<file path="config.mk">
export PLATFORM = sky130hd
export DESIGN_NAME = slb_port
export DESIGN_NICKNAME = d
export VERILOG_FILES = /design/src/slb_pkg.sv /design/src/slb_port.sv
export SDC_FILE = /design/constraint.sdc
export NUM_CORES = 1
export LEC_CHECK = 0
export BUFFER_PORTS_ARGS = -buffer_cell sky130_fd_sc_hd__buf_2
export CAP_MARGIN = 5
export CELL_PAD_IN_SITES_DETAIL_PLACEMENT = 1
export CELL_PAD_IN_SITES_GLOBAL_PLACEMENT = 1
export CORE_ASPECT_RATIO = 1.2
export CORE_MARGIN = 2
export CORE_UTILIZATION = 40
export CTS_BUF_LIST = sky130_fd_sc_hd__clkbuf_8
export DETAILED_ROUTE_END_ITERATION = 16
export HOLD_SLACK_MARGIN = 0.05
export PLACE_DENSITY_LB_ADDON = 0.08
export RECOVER_POWER = 25
export SYNTH_ARGS = -nofsm -noshare
export SYNTH_HDL_FRONTEND = slang
export SYNTH_SLANG_ARGS = --single-unit
</file>
<file path="constraint.sdc">
create_clock -name SYS_CLK_I -period 5 [get_ports SYS_CLK_I]
set_input_delay 0.5 -clock SYS_CLK_I [delete_from_list [all_inputs] [get_ports SYS_CLK_I]]
set_output_delay 0.5 -clock SYS_CLK_I [all_outputs]
set_load 0.01 [all_outputs]
</file>
<file path="src/slb_pkg.sv">
package slb_pkg;

    // ==========================================================
    // Timing
    localparam int CLK_MHZ = 100;
    localparam int REPLY_DELAY_NS = 150;
    // Delay is nominal; round up so data is never early
    localparam int REPLY_CYC = (REPLY_DELAY_NS * CLK_MHZ + 999) / 1000;
    localparam int CNT_W = 5;

    // ==========================================================
    // APB register offsets
    localparam logic [7:0] OFS_RX_STATUS = 8'h00;
    localparam logic [7:0] OFS_RX_DATA = 8'h04;
    localparam logic [7:0] OFS_TX_STATUS = 8'h08;
    localparam logic [7:0] OFS_TX_DATA = 8'h0C;
    localparam logic [7:0] OFS_PORT_STATE = 8'h10;

    // ==========================================================
    // Fields and reset values
    localparam int TXS_LOOPBACK_BIT = 2;
    localparam int TXS_BAUD_EN_BIT = 11;
    localparam int TXS_BAUD_LSB = 12;
    localparam int VEC_SRC_BIT = 2;
    localparam logic [15:0] RX_STATUS_RST = 16'h0000;
    localparam logic [15:0] RX_DATA_RST = 16'h0000;
    localparam logic [15:0] TX_STATUS_RST = 16'h0000;
    localparam logic [15:0] TX_DATA_RST = 16'h0000;
    // Baud control bits are write only on backplane reads; APB reads them back
    localparam logic [15:0] TXS_READ_MASK = 16'h07FF;

    // ==========================================================
    // Carriers
    typedef struct packed {
        logic [15:0] ad;
        logic bank_n;
        logic sync_n;
        logic byte_n;
        logic rd_n;
        logic wr_n;
    } slb_pins_t;

    typedef struct packed {
        logic [3:0] baud_code;
        logic baud_prog;
        logic loopback;
    } slb_line_ctl_t;

    typedef enum logic [2:0] {
        ST_IDLE, ST_SEL, ST_RD_WAIT, ST_RD_REPLY,
        ST_WR_WAIT, ST_WR_REPLY, ST_END
    } slb_state_t;

endpackage : slb_pkg

</file>
<file path="src/slb_port.sv">
`timescale 1ns/1ns
module slb_port
    import slb_pkg::*;
#(
    parameter int DATA_BITS = 8
) (
    // Clock and reset
    input wire logic SYS_CLK_I,
    input wire logic RST_I,
    // APB slave
    input wire logic PSEL_I,
    input wire logic PENABLE_I,
    input wire logic PWRITE_I,
    input wire logic [7:0] PADDR_I,
    input wire logic [31:0] PWDATA_I,
    output logic [31:0] PRDATA_O,
    output logic PREADY_O,
    output logic PSLVERR_O,
    // Backplane pins, active low; output enables active high
    input wire slb_pins_t BUS_PINS_I,
    output logic [15:0] SHARED_AD_O,
    output logic SHARED_AD_OE_O,
    output logic REPLY_STROBE_N_O,
    output logic REPLY_STROBE_OE_O,
    // Straps
    input wire logic [9:0] ADDRESS_STRAP_I,
    input wire logic [5:0] VECTOR_STRAP_I,
    // Interrupt logic
    input wire logic VECTOR_DRIVE_I,
    input wire logic VECTOR_SOURCE_SELECT_I,
    // Internal control lines
    output logic [3:0] SELECT_O,
    output logic HIGH_BYTE_LOAD_O,
    output logic LOW_BYTE_LOAD_O,
    output logic READ_DIRECTION_O,
    // Serial side
    input wire logic RX_LINE_I,
    input wire logic TX_SERIAL_I,
    output logic RX_SERIAL_O,
    output slb_line_ctl_t LINE_CTL_O,
    output logic [15:0] TX_CHAR_O,
    output logic TX_LOAD_O
);

    // ==========================================================
    // Parameter check
    if (DATA_BITS < 5 || DATA_BITS > 8) begin : g_bad_bits
        $error("DATA_BITS must lie in 5..8");
    end

    localparam logic [15:0] CHAR_MASK =
        16'((17'h0_0001 << DATA_BITS) - 17'h0_0001);

    // ==========================================================
    // Input synchronisers
    slb_pins_t pins_s1_q, pins_s2_q;
    logic [1:0] rx_line_s_q;
    logic sync_prev_q;

    always_ff @(posedge SYS_CLK_I or posedge RST_I) begin
        if (RST_I) begin
            pins_s1_q <= '1;
            pins_s2_q <= '1;
            rx_line_s_q <= 2'b11;
            sync_prev_q <= 1'b0;
        end else begin
            pins_s1_q <= BUS_PINS_I;
            pins_s2_q <= pins_s1_q;
            rx_line_s_q <= {rx_line_s_q[0], RX_LINE_I};
            sync_prev_q <= ~pins_s2_q.sync_n;
        end
    end

    logic sync_a, rd_a, wr_a, byte_a, bank_a, sync_rise;
    logic [15:0] int_bus;
    logic hit;
    assign sync_a = ~pins_s2_q.sync_n;
    assign rd_a = ~pins_s2_q.rd_n;
    assign wr_a = ~pins_s2_q.wr_n;
    assign byte_a = ~pins_s2_q.byte_n;
    assign bank_a = ~pins_s2_q.bank_n;
    assign sync_rise = sync_a & ~sync_prev_q;
    assign int_bus = ~pins_s2_q.ad;
    // Bits 15:13 not compared, bank select stands for them
    assign hit = bank_a && (int_bus[12:3] == ADDRESS_STRAP_I);

    // ==========================================================
    // Cycle control
    slb_state_t state_q;
    logic [2:0] addr_q;
    logic [CNT_W-1:0] cnt_q;
    logic read_dir_q;
    logic word_q;
    logic cnt_done;
    assign cnt_done = (cnt_q == CNT_W'(REPLY_CYC - 1));

    always_ff @(posedge SYS_CLK_I or posedge RST_I) begin
        if (RST_I) begin
            state_q <= ST_IDLE;
        end else if (!sync_a) begin
            state_q <= ST_IDLE;
        end else begin
            unique case (state_q)
                ST_IDLE: begin
                    if (sync_rise && hit) begin
                        state_q <= ST_SEL;
                    end
                end
                ST_SEL: begin
                    if (rd_a) begin
                        state_q <= ST_RD_WAIT;
                    end else if (wr_a) begin
                        state_q <= ST_WR_WAIT;
                    end
                end
                ST_RD_WAIT: begin
                    if (!rd_a) begin
                        state_q <= ST_SEL;
                    end else if (cnt_done) begin
                        state_q <= ST_RD_REPLY;
                    end
                end
                ST_RD_REPLY: begin
                    if (!rd_a) begin
                        state_q <= ST_END;
                    end
                end
                ST_WR_WAIT: begin
                    if (!wr_a) begin
                        state_q <= ST_SEL;
                    end else if (cnt_done) begin
                        state_q <= ST_WR_REPLY;
                    end
                end
                ST_WR_REPLY: begin
                    if (!wr_a) begin
                        state_q <= ST_END;
                    end
                end
                ST_END: begin
                end
            endcase
        end
    end

    always_ff @(posedge SYS_CLK_I or posedge RST_I) begin
        if (RST_I) begin
            cnt_q <= '0;
        end else if (state_q == ST_RD_WAIT || state_q == ST_WR_WAIT) begin
            cnt_q <= cnt_q + CNT_W'(1);
        end else begin
            cnt_q <= '0;
        end
    end

    // Latch low address bits at sync edge
    always_ff @(posedge SYS_CLK_I or posedge RST_I) begin
        if (RST_I) begin
            addr_q <= 3'h0;
        end else if (state_q == ST_IDLE && sync_rise && hit) begin
            addr_q <= int_bus[2:0];
        end
    end

    // Word or byte decided when write strobe arrives
    always_ff @(posedge SYS_CLK_I or posedge RST_I) begin
        if (RST_I) begin
            word_q <= 1'b1;
        end else if (state_q == ST_SEL) begin
            word_q <= ~byte_a;
        end
    end

    // Direction held to end of cycle, not to end of reply
    always_ff @(posedge SYS_CLK_I or posedge RST_I) begin
        if (RST_I) begin
            read_dir_q <= 1'b0;
        end else if (!sync_a) begin
            read_dir_q <= 1'b0;
        end else if (state_q == ST_RD_WAIT && rd_a && cnt_done) begin
            read_dir_q <= 1'b1;
        end
    end

    logic cycle_on, writing, hb_act, lb_act, wr_commit;
    assign cycle_on = (state_q != ST_IDLE);
    assign writing = (state_q == ST_WR_WAIT || state_q == ST_WR_REPLY);
    assign hb_act = writing && (word_q || addr_q[0]);
    assign lb_act = writing && (word_q || !addr_q[0]);
    assign wr_commit = (state_q == ST_WR_WAIT) && wr_a && cnt_done;

    always_comb begin
        SELECT_O = 4'h0;
        if (cycle_on) begin
            SELECT_O[addr_q[2:1]] = 1'b1;
        end
    end
    assign HIGH_BYTE_LOAD_O = hb_act;
    assign LOW_BYTE_LOAD_O = lb_act;
    assign READ_DIRECTION_O = read_dir_q;

    // ==========================================================
    // Device registers
    logic [15:0] rx_status_q, rx_data_q, tx_status_q, tx_data_q;
    logic [15:0] wr_data;
    assign wr_data = int_bus;

    logic apb_wr;
    assign apb_wr = PSEL_I && PENABLE_I && PWRITE_I;

    function automatic logic [15:0] merge(input logic [15:0] old_v,
            input logic [15:0] new_v, input logic hb, input logic lb);
        merge = {hb ? new_v[15:8] : old_v[15:8],
                 lb ? new_v[7:0] : old_v[7:0]};
    endfunction : merge

    always_ff @(posedge SYS_CLK_I or posedge RST_I) begin
        if (RST_I) begin
            rx_status_q <= RX_STATUS_RST;
        end else if (wr_commit && addr_q[2:1] == 2'd0) begin
            rx_status_q <= merge(rx_status_q, wr_data, hb_act, lb_act);
        end else if (apb_wr && PADDR_I == OFS_RX_STATUS) begin
            rx_status_q <= PWDATA_I[15:0];
        end
    end

    // Receiver side fills this from APB, kept right-justified
    always_ff @(posedge SYS_CLK_I or posedge RST_I) begin
        if (RST_I) begin
            rx_data_q <= RX_DATA_RST;
        end else if (apb_wr && PADDR_I == OFS_RX_DATA) begin
            rx_data_q <= PWDATA_I[15:0] & CHAR_MASK;
        end
    end

    always_ff @(posedge SYS_CLK_I or posedge RST_I) begin
        if (RST_I) begin
            tx_status_q <= TX_STATUS_RST;
        end else if (wr_commit && addr_q[2:1] == 2'd2) begin
            tx_status_q <= merge(tx_status_q, wr_data, hb_act, lb_act);
        end
    end

    always_ff @(posedge SYS_CLK_I or posedge RST_I) begin
        if (RST_I) begin
            tx_data_q <= TX_DATA_RST;
            TX_LOAD_O <= 1'b0;
        end else begin
            TX_LOAD_O <= wr_commit && addr_q[2:1] == 2'd3;
            if (wr_commit && addr_q[2:1] == 2'd3) begin
                tx_data_q <= merge(tx_data_q, wr_data, hb_act, lb_act);
            end
        end
    end
    assign TX_CHAR_O = tx_data_q & CHAR_MASK;

    // ==========================================================
    // Serial line control
    always_ff @(posedge SYS_CLK_I or posedge RST_I) begin
        if (RST_I) begin
            RX_SERIAL_O <= 1'b1;
            LINE_CTL_O <= '0;
        end else begin
            RX_SERIAL_O <= tx_status_q[TXS_LOOPBACK_BIT] ?
                TX_SERIAL_I : rx_line_s_q[1];
            LINE_CTL_O.loopback <= tx_status_q[TXS_LOOPBACK_BIT];
            LINE_CTL_O.baud_prog <= tx_status_q[TXS_BAUD_EN_BIT];
            // Code held at zero while programming is off
            LINE_CTL_O.baud_code <= tx_status_q[TXS_BAUD_EN_BIT] ?
                tx_status_q[TXS_BAUD_LSB +: 4] : 4'h0;
        end
    end

    // ==========================================================
    // Backplane drivers
    logic [15:0] vector_word, rd_word;
    assign vector_word = {7'h00, VECTOR_STRAP_I,
        VECTOR_SOURCE_SELECT_I, 2'b00};

    always_comb begin
        unique case (addr_q[2:1])
            2'd0: rd_word = rx_status_q;
            2'd1: rd_word = rx_data_q;
            2'd2: rd_word = tx_status_q & TXS_READ_MASK;
            2'd3: rd_word = 16'h0000;
        endcase
    end

    always_ff @(posedge SYS_CLK_I or posedge RST_I) begin
        if (RST_I) begin
            SHARED_AD_O <= 16'hFFFF;
            SHARED_AD_OE_O <= 1'b0;
            REPLY_STROBE_OE_O <= 1'b0;
        end else begin
            // Vector overrides, no bank select needed
            SHARED_AD_O <= VECTOR_DRIVE_I ? ~vector_word : ~rd_word;
            SHARED_AD_OE_O <= VECTOR_DRIVE_I || (read_dir_q &&
                state_q == ST_RD_REPLY);
            REPLY_STROBE_OE_O <= VECTOR_DRIVE_I ||
                (state_q == ST_RD_REPLY && rd_a) ||
                (state_q == ST_WR_REPLY && wr_a);
        end
    end
    // Open drain: only ever pulls low
    assign REPLY_STROBE_N_O = 1'b0;

    // ==========================================================
    // APB read side, zero wait
    logic [15:0] apb_sel;
    logic apb_ok;
    always_comb begin
        apb_ok = 1'b1;
        apb_sel = 16'h0000;
        unique case (PADDR_I)
            OFS_RX_STATUS: apb_sel = rx_status_q;
            OFS_RX_DATA: apb_sel = rx_data_q;
            OFS_TX_STATUS: apb_sel = tx_status_q;
            OFS_TX_DATA: apb_sel = tx_data_q;
            OFS_PORT_STATE: apb_sel = {8'h00, read_dir_q, addr_q,
                cycle_on, 3'(state_q)};
            default: apb_ok = 1'b0;
        endcase
    end

    always_ff @(posedge SYS_CLK_I or posedge RST_I) begin
        if (RST_I) begin
            PRDATA_O <= 32'h0000_0000;
            PSLVERR_O <= 1'b0;
        end else if (PSEL_I && !PENABLE_I) begin
            PRDATA_O <= {16'h0000, apb_sel};
            PSLVERR_O <= ~apb_ok;
        end
    end
    assign PREADY_O = 1'b1;
endmodule : slb_port

</file>
Word-level counts from Yosys, hierarchy flattened. Cells that the tools add are included.

Register bits after elaboration: 157. Input bits: 86. Word-level logic and storage cells: 144.

Add/subtract/negate cells: 1. Magnitude comparators: 2. Eq/ne operators: 22. Mux-type cells: 27. Bitwise operators: 10. Reduce and logical (&&, ||, !) cells: 46.

Operators by type and width (count): case mux 16 bit (5 select lines) (1); case mux 16 bit (4 select lines) (1); two-way mux 16 bit (3); NOT 16 bit (2); two-way mux 3 bit (10); logical AND 1 bit (22); case mux 3 bit (6 select lines) (1); == test 8 x 4 -> 1 bit (second input constant) (2); two-way mux 8 bit (2); NOT 9 -> 16 bit (1); inequality test 4 bit (second input constant) (3); AND reduction 2 bit (6); == test 10 bit (1); inequality test 3 bit (second input constant) (3); == test 8 x 3 -> 1 bit (second input constant) (1); == test 8 x 5 -> 1 bit (second input constant) (1); zero test 8 bit (1); two-way mux 4 bit (2); logical OR 1 bit (7); AND reduction 7 bit (1); nonzero test 7 bit (1); == test 3 x 2 -> 1 bit (second input constant) (2); == test 3 bit (second input constant) (2); NOT 1 bit (6); 18 further kinds (26).

Depth between registers and ports, before layout.
Depth after elaboration: 7. Gate-level depth with buffers: 8.

Worst setup path after synthesis. No wires, ideal clock.

Path type: input -> register. Start: input port PADDR_I[4]. End: register rx_status_q[10]. Library setup time: 0.131 ns. Arrival: 1.844 ns. Data required time: 4.869 ns. Setup slack: 3.026 ns. Stages on the path: 6. Path buffers: 1. Cell sequence: buf_2 > or4_1 > nor3_2 > mux2i_1 > nand2_1 > o211ai_1.

Longest elaborated chain between the ends: 4.

Ends and longest elaborated chain: start: declaration (RTL line slb_port.sv:14) `input wire logic [7:0] PADDR_I,`; zero test 8 bit (RTL line slb_port.sv:222) `end else if (apb_wr && PADDR_I == OFS_RX_STATUS) begin`; logical AND 1 bit (RTL line slb_port.sv:222); nonzero test 2 bit (no line); AND reduction 2 bit (no line); end signal: assignment (RTL line slb_port.sv:221) `rx_status_q <= merge(rx_status_q, wr_data, hb_act, lb_act);`; end signal: assignment (RTL line slb_port.sv:223) `rx_status_q <= PWDATA_I[15:0];`; end: declaration (RTL line slb_port.sv:204) `logic [15:0] rx_status_q, rx_data_q, tx_status_q, tx_data_q;`.

No other way between the ends. A chain may end at the register's enable or synchronous reset.

Final worst setup path.
Start: register state_q[2]. End: register rx_status_q[10].

Longest elaborated chain between the ends: 6. Elaborated cells between the ends (all ways): 11. Classes of those cells: eq/ne: 3; mux: 1; reduce/logical: 7.

Ends and longest elaborated chain: start: declaration (RTL line slb_port.sv:89) `slb_state_t state_q;`; start signal: assignment (RTL line slb_port.sv:99) `state_q <= ST_IDLE;`; start signal: assignment (RTL line slb_port.sv:101) `state_q <= ST_IDLE;`; start signal: assignment (RTL line slb_port.sv:106) `state_q <= ST_SEL;`; == test 3 bit (RTL line slb_port.sv:187, slb_port.sv:190); logical AND 1 bit (2 in series) (RTL line slb_port.sv:190) `assign wr_commit = (state_q == ST_WR_WAIT) && wr_a && cnt_done;`; logical AND 1 bit (RTL line slb_port.sv:220) `end else if (wr_commit && addr_q[2:1] == 2'd0) begin`; inequality test 2 bit (no line) / nonzero test 2 bit (equally long branches); AND reduction 2 bit (no line).

Parallel ways exist; a longest one is shown, timed or not.

==> flow_summary.json <==
{
  "die_x_um": 122.2,
  "synth_area_leader_cell": "dfrtp_1",
  "rsz0062_at_grt": "false",
  "critPathLaunchType": "flop",
  "multi_input_area_sq_um": 2389,
  "post-route-period-util": 0.5234,
  "io_pins": 170,
  "fmax_mhz": 382.1,
  "setup_viol": 0,
  "cts_buffer_depth": 2,
  "finalWirelength_um": 17660,
  "path_cells": "nor3b_1 -> nor4b_4 -> mux2i_1 -> nand2_1 -> o211ai_1",
  "holdPathStages": 1,
  "leakage_nw": 3.595,
  "hold_end": "pins_s1_q[18]",
  "grt_pass1_vias": 5168,
  "drc_errors": 0,
  "viasPerCell": 5.075,
  "cts-root-buf": "clkbuf_8",
  "crit_fanout": 15,
  "rows": 51,
  "cp_slowest_stage_delay_ps": 660,
  "ir_drop_v": 0.0001930,
  "rr_endpoint": "rx_status_q[10]",
  "cp.arrival_ps": 2990,
  "postCtsSetupBuffers": 0,
  "synth-seq-cells": 157,
  "nets": 798,
  "antenna_found_initial": 0,
  "port_buffers": 127,
  "synth_largest_type_area_fraction": 0.3546,
  "max-slew-margin-rel": 0.3276,
  "numClockSinks": 157,
  "drt_first_pass_iters": 4,
  "drive_gt1_frac": 0.3472,
  "grt_max_degree": 112,
  "hold_class": "in -> reg",
  "cts_buffers": 17,
  "maxSlewViolCount": 0,
  "hold_slack_ps": 131.5,
  "synth-edff-count": 0,
  "hold_buffers": 0,
  "yosysSeqAreaShare": 0.5976,
  "htreeDepth": 4,
  "grt_usage": 0.2091,
  "syn-cell-area_sq_um": 6704,
  "die-area_sq_um": 17820,
  "cts_resized": 0,
  "die-height_um": 145.8,
  "skew_ps": 13.23,
  "end_kind": "flop",
  "gp_congestion": 0.8357,
  "async_reset_ff_frac": 1.000,
  "gr-total-overflow": 0,
  "clk_latency_ps": 460,
  "yosysUniqueCellTypes": 55,
  "final_core_util": 0.4774,
  "drt_iter0_markers": 242,
  "worst_slack_ps": 2383,
  "area_growth_pct": 16.33,
  "core_region_area_sq_um": 16340,
  "dp_slack_ps": 2310,
  "tightestPinTransition_ps": 1009,
  "cp.required_ps": 5370,
  "syn_avg_cell_area_sq_um": 11.23,
  "outcome": "finished, final reports clean",
  "fill_cells": 1859,
  "final_hold_viol_count": 0,
  "drv_cap": 0,
  "dr_total_vias": 4745,
  "grt_pass1_wl_um": 28420,
  "r2r_slack_ps": 2380,
  "place.detailed.hpwl_um": 12850,
  "seq_area_sq_um": 4006,
  "setup_tns_ps": 0,
  "worst-path-buf-inv": 0,
  "yosysWarnings": 0,
  "drt-wirelength-per-cell_um": 18.88,
  "cts.clk_slew.worst_paths_ps": 80,
  "critPathKind": "reg -> reg",
  "powerDensity_nw_per_um2": 325.4,
  "cp_top_family": "simple AND/OR/NAND/NOR gates",
  "synthTopCellsByArea": "dfrtp_1, dfstp_2, nand2_1",
  "synth-main-ff-cell": "dfrtp_1",
  "reg2reg_depth": 5,
  "holdCritStartpoint": "BUS_PINS_I[18]",
  "worstReg2RegStart": "state_q[2]",
  "drtAntennaViolNets": 0,
  "start_util": 0.4104,
  "cts_tree": "done",
  "slowest_stage": "dfrtp_1",
  "finalWorstPathRequiredPeriod_ps": 2617,
  "synth_cells": 597,
  "antenna-diode-count": 0
}
## state kept, by name, summed over array words and instances (netlist names), 5 cells and up
register,flops
tx_data_q,16
rx_data_q,8
LINE_CTL_O,6
pins_s2_q,21
cnt_q,5
SHARED_AD_O,16
tx_status_q,16
pins_s1_q,21
rx_status_q,16
PRDATA_O,16
## cells by family (layout without fill, tap and decap cells)
kind of cell	Yosys count	in the layout	synth area share
adder cells (fa/ha/maj)	2	2	0.003732
other	2	26	0.001120
flip-flops	157	157	0.5976
AO/OA/AOI/OAI	125	125	0.1252
multiplexers	39	39	0.06178
XOR/XNOR	13	13	0.01698
AND/OR/NAND/NOR	192	192	0.1340
buffers and inverters	67	169	0.05954
## metrics by stage
stage	instance area, sq um	total power, mW	instances
finish	7799	2.538	935
global route	7799	2.648	935
CTS	7800	2.571	935
detailed placement	7342	1.494	903
global placement	7342	1.490	903
floorplan	6794	1.441	621
## synthesized netlist by cell type, types with 10 or more instances
master and count:
a21oi_1 19, buf_4 36, clkbuf_1 15, dfrtp_1 95
dfstp_2 62, mux2_2 15, mux2i_1 23, nand2_1 77
nand3_1 10, nor2_1 54, o211ai_1 10, o21ai_0 46
xor2_1 12
## worst max-delay path by stage
stage	cells after the start	end	startpoint
global route	5	rx_status_q[15]	state_q[2]
floorplan	1	LINE_CTL_O[0]	RST_I
detailed placement	5	rx_status_q[10]	state_q[2]
finish	5	rx_status_q[10]	state_q[2]
global placement	5	rx_status_q[15]	state_q[2]
CTS	5	rx_status_q[10]	state_q[2]
## layout make-up
type	count	share of cell area
flip-flops and latches	157	0.5137
multi-input cells	397	0.3063
repair buffers	128	0.08230
clock buffers	20	0.03530
well taps	212	0.03401
clock inverters	12	0.02342
inverters	9	0.004974
## metal layers
metal | track usage | part of all wire | routed length [um] | vias to the layer above
li1 | - | - | - | 2229
met1 | 0.2879 | 0.45 | 7875 | 2374
met2 | 0.3327 | 0.48 | 8553 | 125
met3 | 0.04114 | 0.053 | 936 | 17
met4 | 0.06609 | 0.016 | 290 | 0
met5 | 0 | 0 | 0 | -
## power breakdown
part / internal [mW] / switching [mW] / total, mW
sequential: 1.32 / 0.0241 / 1.34
clock: 0.589 / 0.481 / 1.07
combinational: 0.0430 / 0.0812 / 0.124
## placed cells by master, fill, tap and decap left out, drive strengths merged, types with 5 or more instances in the layout
master | netlist | layout
buf | 43 | 127
dfrtp | 95 | 95
nand2 | 77 | 77
dfstp | 62 | 62
nor2 | 54 | 54
o21ai | 47 | 47
conb | 2 | 26
mux2i | 23 | 23
clkbuf | 15 | 21
a21oi | 19 | 19
mux2 | 16 | 16
xor2 | 12 | 12
inv | 8 | 12
nand3 | 10 | 10
o211ai | 10 | 10
nor3 | 10 | 10
a211oi | 9 | 9
a221o | 8 | 8
and2 | 8 | 8
nand2b | 7 | 7
a21o | 7 | 7
a22oi | 6 | 6
nor2b | 5 | 5
o22ai | 5 | 5
o221ai | 5 | 5
(Power assumes the default switching activity.)
